## src/decade_pkg.sv

```systemverilog
// shared constants and types for the bcd up/down decade counter and its driver
// Operation
// four-bit 8421 bcd reversible modulo-ten state
// load_n low copies preset, overriding everything
// enable high holds count on every edge
// enable low advances on clock_in rising edge
// direction low counts up, high down
// limit high at nine up, zero down
// limit stays until state or direction changes
// limit ignores own enable input
// carry low during clock low phase
// enable high forces carry pulse high
// load or no limit holds carry high
// ripple chain: carry feeds next clock
// shared clock: low phase covers ripple
// gated chain: enables combine limits, global
// never clock from limit flag
// enable, direction stable around rising edge
// wrap nine to zero, zero to nine
// codes ten to fifteen return quickly
package decade_pkg;

  localparam logic [3:0] DIGIT_MIN = 4'h0;
  localparam logic [3:0] DIGIT_MAX = 4'h9;
  localparam logic [3:0] RESET_COUNT = 4'h0;
  localparam logic DIR_UP = 1'b0;
  localparam logic DIR_DOWN = 1'b1;

  // link clock half period, in ns and in MCLK cycles
  localparam int MCLK_NS = 20;
  localparam int LINK_HALF_NS = 100;
  localparam int LINK_HALF_CYC = (LINK_HALF_NS / MCLK_NS < 1) ? 1 : LINK_HALF_NS / MCLK_NS;
  localparam logic [2:0] HALF_LAST = 3'(LINK_HALF_CYC - 1);

  typedef enum logic [1:0] {
    MODE_HOLD = 2'b00,
    MODE_UP = 2'b01,
    MODE_DOWN = 2'b10,
    MODE_LOAD = 2'b11
  } mode_t;

endpackage

```

## src/decade_if.sv

```systemverilog
// pin bundle between the counter stage and the system logic driving it
`timescale 1ns/10ps
interface decade_if;
  logic clock_in;
  logic load_n;
  logic enable_n;
  logic direction;
  logic [3:0] preset_value;
  logic [3:0] count_value;
  logic limit_flag;
  logic carry_pulse_n;

  modport dev (
    input clock_in,
    input load_n,
    input enable_n,
    input direction,
    input preset_value,
    output count_value,
    output limit_flag,
    output carry_pulse_n
  );

  modport sys (
    output clock_in,
    output load_n,
    output enable_n,
    output direction,
    output preset_value,
    input count_value,
    input limit_flag,
    input carry_pulse_n
  );
endinterface

```

## src/decade_counter.sv

```systemverilog
// bcd up/down decade counter stage with preset and ripple carry
`timescale 1ns/10ps
module decade_counter
  import decade_pkg::*;
(
  input wire logic MCLK,
  input wire logic RST,
  decade_if.dev PINS,
  output logic [3:0] COUNT_Q,
  output logic LIMIT,
  output logic CARRY_N,
  output logic [1:0] MODE,
  output logic STEP,
  output logic WRAP
);

  typedef struct packed {
    logic [3:0] count;
    logic clk_prev;
    logic carry_n;
    logic step;
    logic wrap;
    logic [1:0] mode;
  } state_t;

  localparam state_t STATE_RESET = '{
    count: RESET_COUNT,
    clk_prev: 1'b0,
    carry_n: 1'b1,
    step: 1'b0,
    wrap: 1'b0,
    mode: MODE_HOLD
  };

  state_t state_r;
  state_t state_nxt;

  logic rise;
  logic [3:0] shown;
  logic limit;
  mode_t mode;
  logic carry_pin_n;

  // next digit upward as a full table, so every code has a known successor;
  // invalid codes fall back into range in one step
  function automatic logic [3:0] bcd_up(input logic [3:0] d);
    logic [3:0] r;
    case (d)
      4'h0: r = 4'h1;
      4'h1: r = 4'h2;
      4'h2: r = 4'h3;
      4'h3: r = 4'h4;
      4'h4: r = 4'h5;
      4'h5: r = 4'h6;
      4'h6: r = 4'h7;
      4'h7: r = 4'h8;
      4'h8: r = DIGIT_MAX;
      DIGIT_MAX: r = DIGIT_MIN;
      default: r = DIGIT_MIN;
    endcase
    return r;
  endfunction

  // next digit downward, mirrored table;
  // invalid codes land on nine so the limit decode stays quiet
  function automatic logic [3:0] bcd_down(input logic [3:0] d);
    logic [3:0] r;
    case (d)
      DIGIT_MIN: r = DIGIT_MAX;
      4'h1: r = DIGIT_MIN;
      4'h2: r = 4'h1;
      4'h3: r = 4'h2;
      4'h4: r = 4'h3;
      4'h5: r = 4'h4;
      4'h6: r = 4'h5;
      4'h7: r = 4'h6;
      4'h8: r = 4'h7;
      DIGIT_MAX: r = 4'h8;
      default: r = DIGIT_MAX;
    endcase
    return r;
  endfunction

  // the clock pin is sampled on MCLK; a low-to-high change is one count edge
  assign rise = PINS.clock_in & ~state_r.clk_prev;

  // preset shows at once without waiting for MCLK, like the asynchronous pin
  always_comb
  begin
    shown = state_r.count;
    if (!PINS.load_n)
    begin
      shown = PINS.preset_value;
    end
  end

  // decoded from shown state and direction only, so it tracks both at once
  always_comb
  begin
    limit = 1'b0;
    if (PINS.direction == DIR_UP)
    begin
      limit = (shown == DIGIT_MAX);
    end
    else
    begin
      limit = (shown == DIGIT_MIN);
    end
  end

  // load outranks enable; direction only matters while counting
  always_comb
  begin
    mode = MODE_HOLD;
    if (!PINS.load_n)
    begin
      mode = MODE_LOAD;
    end
    else if (!PINS.enable_n)
    begin
      mode = MODE_DOWN;
      if (PINS.direction == DIR_UP)
      begin
        mode = MODE_UP;
      end
    end
  end

  always_comb
  begin
    state_nxt = state_r;
    state_nxt.clk_prev = PINS.clock_in;
    state_nxt.step = 1'b0;
    state_nxt.wrap = 1'b0;
    state_nxt.mode = mode;
    unique case (mode)
      MODE_LOAD:
      begin
        state_nxt.count = PINS.preset_value;
      end
      MODE_HOLD:
      begin
        state_nxt.count = state_r.count;
      end
      MODE_UP:
      begin
        if (rise)
        begin
          state_nxt.count = bcd_up(state_r.count);
          state_nxt.step = 1'b1;
          state_nxt.wrap = (state_r.count == DIGIT_MAX);
        end
      end
      MODE_DOWN:
      begin
        if (rise)
        begin
          state_nxt.count = bcd_down(state_r.count);
          state_nxt.step = 1'b1;
          state_nxt.wrap = (state_r.count == DIGIT_MIN);
        end
      end
    endcase
    // low only in the clock-low phase of an enabled terminal count;
    // the registered form trades one MCLK of lag for a glitch-free pin
    state_nxt.carry_n = 1'b1;
    if (PINS.load_n && !PINS.enable_n && limit)
    begin
      state_nxt.carry_n = PINS.clock_in;
    end
  end

  always_ff @(posedge MCLK or posedge RST)
  begin
    if (RST)
    begin
      state_r <= STATE_RESET;
    end
    else
    begin
      state_r <= state_nxt;
    end
  end

  // load and enable act on the pin at once, as on an asynchronous part;
  // only the pulse itself waits for the registered copy
  always_comb
  begin
    carry_pin_n = state_r.carry_n;
    if (!PINS.load_n || PINS.enable_n)
    begin
      carry_pin_n = 1'b1;
    end
  end

  // shown count bypasses the register while preset is held
  assign PINS.count_value = shown;
  assign PINS.limit_flag = limit;
  assign PINS.carry_pulse_n = carry_pin_n;

  // register views for the system side, plus the live limit decode and gated carry pin
  assign COUNT_Q = state_r.count;
  assign LIMIT = limit;
  assign CARRY_N = carry_pin_n;
  assign MODE = state_r.mode;
  assign STEP = state_r.step;
  assign WRAP = state_r.wrap;

endmodule // decade_counter

```

## src/flat_wrapper.sv

```systemverilog
// flat-port wrapper written by rule: the top's interface ports become plain ports
module decade_counter_flat import decade_pkg::*;
  (MCLK, RST, COUNT_Q, LIMIT, CARRY_N, MODE, STEP, WRAP, PINS_clock_in, PINS_load_n, PINS_enable_n, PINS_direction, PINS_preset_value, PINS_count_value, PINS_limit_flag, PINS_carry_pulse_n);
  decade_if PINS_i ();
  input wire logic MCLK;
  input wire logic RST;
  output logic [3:0] COUNT_Q;
  output logic LIMIT;
  output logic CARRY_N;
  output logic [1:0] MODE;
  output logic STEP;
  output logic WRAP;
  input wire logic [$bits(PINS_i.clock_in)-1:0] PINS_clock_in;
  input wire logic [$bits(PINS_i.load_n)-1:0] PINS_load_n;
  input wire logic [$bits(PINS_i.enable_n)-1:0] PINS_enable_n;
  input wire logic [$bits(PINS_i.direction)-1:0] PINS_direction;
  input wire logic [$bits(PINS_i.preset_value)-1:0] PINS_preset_value;
  output wire logic [$bits(PINS_i.count_value)-1:0] PINS_count_value;
  output wire logic [$bits(PINS_i.limit_flag)-1:0] PINS_limit_flag;
  output wire logic [$bits(PINS_i.carry_pulse_n)-1:0] PINS_carry_pulse_n;
  assign PINS_i.clock_in = PINS_clock_in;
  assign PINS_i.load_n = PINS_load_n;
  assign PINS_i.enable_n = PINS_enable_n;
  assign PINS_i.direction = PINS_direction;
  assign PINS_i.preset_value = PINS_preset_value;
  assign PINS_count_value = PINS_i.count_value;
  assign PINS_limit_flag = PINS_i.limit_flag;
  assign PINS_carry_pulse_n = PINS_i.carry_pulse_n;
  decade_counter u_core (.MCLK(MCLK), .RST(RST), .PINS(PINS_i), .COUNT_Q(COUNT_Q), .LIMIT(LIMIT), .CARRY_N(CARRY_N), .MODE(MODE), .STEP(STEP), .WRAP(WRAP));
endmodule
```

## config.mk

```make
export PLATFORM = sky130hd
export DESIGN_NAME = decade_counter_flat
export DESIGN_NICKNAME = d
export VERILOG_FILES = /design/src/decade_pkg.sv /design/src/decade_if.sv /design/src/decade_counter.sv /design/src/flat_wrapper.sv
export SDC_FILE = /design/constraint.sdc
export NUM_CORES = 1
export LEC_CHECK = 0
export BUFFER_PORTS_ARGS = -buffer_cell sky130_fd_sc_hd__buf_4
export CAP_MARGIN = 20
export CORE_MARGIN = 2
export CORE_UTILIZATION = 25
export DETAILED_ROUTE_END_ITERATION = 8
export PLACE_DENSITY = 0.5
export SLEW_MARGIN = 5
export SYNTH_ARGS = -nofsm -noshare
export SYNTH_HDL_FRONTEND = slang
export SYNTH_SLANG_ARGS = --single-unit
```

## constraint.sdc

```tcl
create_clock -name MCLK -period 1.75 [get_ports MCLK]
set_input_delay 0.2625 -clock MCLK [delete_from_list [all_inputs] [get_ports MCLK]]
set_output_delay 0.2625 -clock MCLK [all_outputs]
set_load 0.03 [all_outputs]
```

# --- After elaboration in Yosys (flattened, before gate mapping) ---
# Memories as Yosys holds them, arrays and structs flattened.
# Index checks and enable logic that the tools add are counted.
classes:
  n_eq_ne: 7
  n_mux: 13
  bitwise: 3
  n_reduce_logical: 9
op_table:
  columns: ["cell", "n"]
  rows:
  - ["two-way mux 4 bit", 3]
  - ["case mux 4 bit (3 select lines)", 1]
  - ["two-way mux 2 bit", 5]
  - ["equality test 4 bit, second input constant", 2]
  - ["zero test 4 bit", 2]
  - ["equality test 2 bit, second input constant", 2]
  - ["inequality test 2 x 1 -> 1 bit, second input constant", 2]
  - ["case mux 2 bit (2 select lines)", 1]
  - ["two-way mux 1 bit", 3]
  - ["AND reduction 3 bit", 1]
  - ["equality test 2 x 1 -> 1 bit, second input constant", 1]
  - ["logical AND 1 bit", 2]
  - ["zero test 1 bit", 2]
  - ["zero test 2 bit", 1]
  - ["inverter 1 bit", 2]
  - ["AND 1 bit", 1]
  - ["logical OR 1 bit", 1]
word_totals:
  reg_bits: 10
  romBits: 128
  output_inout_bits: 16
  wordCells: 40
  memories: 2
memory_table:
  columns: ["memory", "words", "width", "rd", "rd_ports_with_merged_regs", "wr", "line", "rtl"]
  rows:
  - ["(name not given)", 16, 4, 1, 0, 0, "decade_counter.sv:48", "case (d)"]
  - ["(name not given)", 16, 4, 1, 0, 0, "decade_counter.sv:68", "case (d)"]

# --- Longest topological paths before layout ---
depth:
  depth_word: 6
  mapped_depth: 8

# --- Worst setup path after synthesis ---
# Ideal clock, no wire load.
synth_path:
  kind: "register -> output"
  start: "reg u_core.state_r, in the netlist u_core.COUNT_Q[0]"
  end: "out PINS_limit_flag"
  arrival_ns: 1.791
  required_time_ns: 1.487
  setup_slack_ns: -0.304
  path_stages_with_launch: 5
  path_buffers: 1
  path_cell_list: "dfrtp_1 > mux2i_1 > or3_1 > a211oi_2 > buf_4"
synth_via:
  elab_chain_len: 3
  elab_cells_between_ends: 4
synth_lines:
  columns: ["item", "line", "rtl"]
  rows:
  - ["start: declaration", "decade_counter.sv:35", "state_t state_r;"]
  - ["start signal: assignment", "decade_counter.sv:181", "state_r <= state_nxt;"]
  - ["two-way mux 4 bit *", "decade_counter.sv:91", "if (!PINS.load_n)"]
  - ["equality test 4 bit / zero test 4 bit (equally long branches)", "decade_counter.sv:103, decade_counter.sv:107", null]
  - ["two-way mux 1 bit *", "decade_counter.sv:101", "if (PINS.direction == DIR_UP)"]
  - ["end: declaration", "flat_wrapper.sv:19", "output wire logic [$bits(PINS_i.limit_flag)-1:0] PINS_limit_flag;"]
# Every way passes the cells marked *; elsewhere a longest branch is shown, timed or not.

# --- Worst setup path in the final report ---
layout_path:
  start: "reg u_core.state_r, in the netlist u_core.COUNT_Q[0]"
  end: "out LIMIT"
layout_via:
  elab_chain_len: 3
  elab_cells_between_ends: 4
layout_lines:
  columns: ["item", "line", "rtl"]
  rows:
  - ["two-way mux 4 bit *", "decade_counter.sv:91", null]
  - ["equality test 4 bit / zero test 4 bit (equally long branches)", "decade_counter.sv:103, decade_counter.sv:107", null]
  - ["two-way mux 1 bit *", "decade_counter.sv:101", null]
  - ["end: declaration", "flat_wrapper.sv:8", "output logic LIMIT;"]
# Marked as above.

==> results.json <==
{
  "synth.distinct_cells": 36,
  "clock_sinks": 10,
  "avgRoutedWirePerCell_um": 12.91,
  "post-place-ws_ns": -0.03095,
  "synthAdderAreaFrac_pct": 14.14,
  "synth-xor-area-share_pct": 0,
  "ys_async_sr_fraction_pct": 100.0,
  "layout.nets": 153,
  "setup_ws_ns": -0.07536,
  "htree_levels": 1,
  "leakage_nw": 0.6356,
  "antenna_found_initial": 0,
  "arrival_ns": 1.56,
  "drive_gt1_share_pct": 44.70,
  "min_period_ns": 1.825,
  "cts_made_buffers": 3,
  "crit_type": "flip-flop to output port",
  "ys.flop_type": "dfrtp_1",
  "power_density_nw_per_um2": 952.6,
  "fp.dieH_um": 63.49,
  "yosysTopAreaCell": "dfrtp_1",
  "synth.area.mux_share_pct": 5.658,
  "hp-class": "input port to flip-flop",
  "rows": 21,
  "wl_um": 2298,
  "report.final.setup_viol": 2,
  "path_delay_family": "flip-flops",
  "cp-start-kind": "flip-flop",
  "slowest_delay_ns": 0.39,
  "dp.final_hpwl_um": 1756,
  "worstMarginPinSlew_ns": 0.4110,
  "insertedDiodeCount": 0,
  "drc_errors": 0,
  "syn2layout_area_growth_pct": 45.69,
  "drt_iter0_drc": 14,
  "clock_path_buffers": 2,
  "track_usage_pct": 12.00,
  "synth_cells": 101,
  "initial_utilization_pct": 26.30,
  "synth.ff_latch_count": 10,
  "ys_seq_area_share_pct": 28.43,
  "clock-root-buffer": "clkbuf_4",
  "ir_drop_v": 0.0005216,
  "post_synth_and_or_nand_nor_area_fraction_pct": 16.69,
  "violations": "negative setup slack",
  "synth_nets": 121,
  "max_freq_ghz": 0.5478,
  "drtPass1Iterations": 4,
  "critPathMaxFanout": 3,
  "slew_headroom_pct": 72.57,
  "fp.coreArea_sq_um": 3363,
  "cp_cell_sequence": "mux2i_4 -> or3_4 -> a211oi_4 -> buf_6",
  "ios": 26,
  "fin_crit_sh_pct": 104.3,
  "tritoncts": "built",
  "vias": 822,
  "status": "finished, violations left",
  "clkTransAtPathRegs_ns": 0.07,
  "end_kind": "output port",
  "grt_pass1_wl_um": 3760,
  "clock_skew_ns": 0.006662,
  "first_global_vias": 802,
  "final_hold_viol_count": 0,
  "netlist_top_cells_count": "14 x inv_1, 10 x ha_1, 9 x dfrtp_1, 8 x buf_4, 8 x nor2_1",
  "clock_latency_ns": 0.27,
  "die_width_um": 63.49,
  "synth_warnings": 0,
  "hold_ws_ns": 0.1171,
  "synth_area_per_cell_sq_um": 8.758,
  "io_buffers": 25,
  "synth_top_family_by_area": "compound AO/OA/AOI/OAI gates",
  "grt_remaining_overflow": 0,
  "synth_top_area_share_pct": 25.46,
  "dieArea_sq_um": 4030,
  "synthTopCellsByArea": "dfrtp_1 25%, ha_1 14%, buf_4 6.8%",
  "cap_violations": 0,
  "grt_max_degree": 18,
  "finalMaxSlewViolations": 0,
  "synth_area_sq_um": 884.6,
  "cp.required_ns": 1.49,
  "synth-compound-area-share_pct": 18.81,
  "place_congestion": 0.7797,
  "crit_buf_inv": 1,
  "synth_most_common_cell": "inv_1",
  "postRouteAntennaNets": 0,
  "cp_slowest_cell": "dfrtp_2",
  "rsz0062_at_grt": "true",
  "vias_per_cell": 4.618,
  "synth-edff-count": 0
}
what timing repair did:
action	4_1_cts	5_1_grt
hold endpoints to repair	9	0
setup endpoints to repair	2	5
hold buffers	1	0
gates resized for setup	7	12
pin swaps	3	7
setup buffers	3	1
cloned	0	0
registers in the layout, indices dropped and copies added (netlist names):
register	cells
u_core.COUNT_Q	4
u_core.MODE	2
u_core.state_r	2
u_core.STEP	1
u_core.WRAP	1
path summary, 6_finish.rpt:
path | slack, ns | from | end | cells past startpoint
max | -0.08 | u_core.COUNT_Q[0] | LIMIT | 4
min | 0.12 | PINS_clock_in | u_core.state_r[5] | 1
max reg2reg | 0 | u_core.COUNT_Q[0] | u_core.COUNT_Q[0] | 7
min reg2reg | 0.55 | u_core.state_r[5] | u_core.STEP | 2
max in group asynchronous | 0.89 | RST | u_core.state_r[4] | 3
min in group asynchronous | 0.54 | RST | u_core.COUNT_Q[2] | 3
layout make-up:
class,count,area [sq um]
inverters,14,52.55
well taps,46,57.56
repair buffers,39,302.8
flip-flops and latches,10,252.7
multi-input cells,65,586.8
fillers,383,2074
clock buffers,4,36.28
worst reg2reg max path, cell delays in order, from the launching register on:
cell       delay, ns
dfrtp_2         0.39
buf_4           0.14
inv_2           0.05
ha_2            0.18
or4_4           0.51
o2111ai_2       0.08
a311oi_2        0.12
a21o_1          0.18
logic make-up (layout without fill, tap and decap cells):
logic type | after synthesis | after routing
and+or+nand+nor | 28 | 28
muxes | 5 | 5
AOI/OAI and AO/OA | 22 | 22
buffers and inverters | 26 | 57
adders and majority gates | 10 | 10
DFF | 10 | 10
placed cells by master, fill, tap and decap left out, types with 3 or more instances in the layout:
master / instances
buf_4: 36
inv_1: 13
nor2_1: 8
dfrtp_1: 8
ha_1: 7
nand2_1: 6
nand2b_1: 4
mux2i_1: 3
clkbuf_4: 3
routing by layer:
| metal | wire length (um) | global-route usage [%] | up-vias |
|---|---|---|---|
| met5 | 0 | 0 | - |
| met4 | 31 | 2.446 | 0 |
| met3 | 123 | 3.214 | 4 |
| met2 | 1127 | 20.00 | 26 |
| met1 | 1016 | 15.55 | 393 |
| li1 | - | - | 399 |
where the power goes:
group / switching, mW / internal [mW]
Clock: 0.0847 / 0.126
Sequential: 0.0355 / 0.261
Combinational: 0.403 / 0.317
Total: 0.523 / 0.704
per-stage QoR:
step / power [mW] / area [sq um] / setup TNS (ns) / cells / util, %
after floorplan: 0.7287 / 897.1 / -0.06724 / 101 / -
after global placement: 0.8875 / 1115 / -0.02694 / 169 / 33.15
after detailed placement: 0.8960 / 1115 / -0.04836 / 169 / 33.15
after CTS: 1.157 / 1212 / -0.2396 / 177 / 36.05
after global routing: 1.309 / 1289 / -0.3174 / 178 / 38.32
final: 1.228 / 1289 / -0.1500 / 178 / 38.32
No activity file was read; power rests on OpenSTA's default activity.
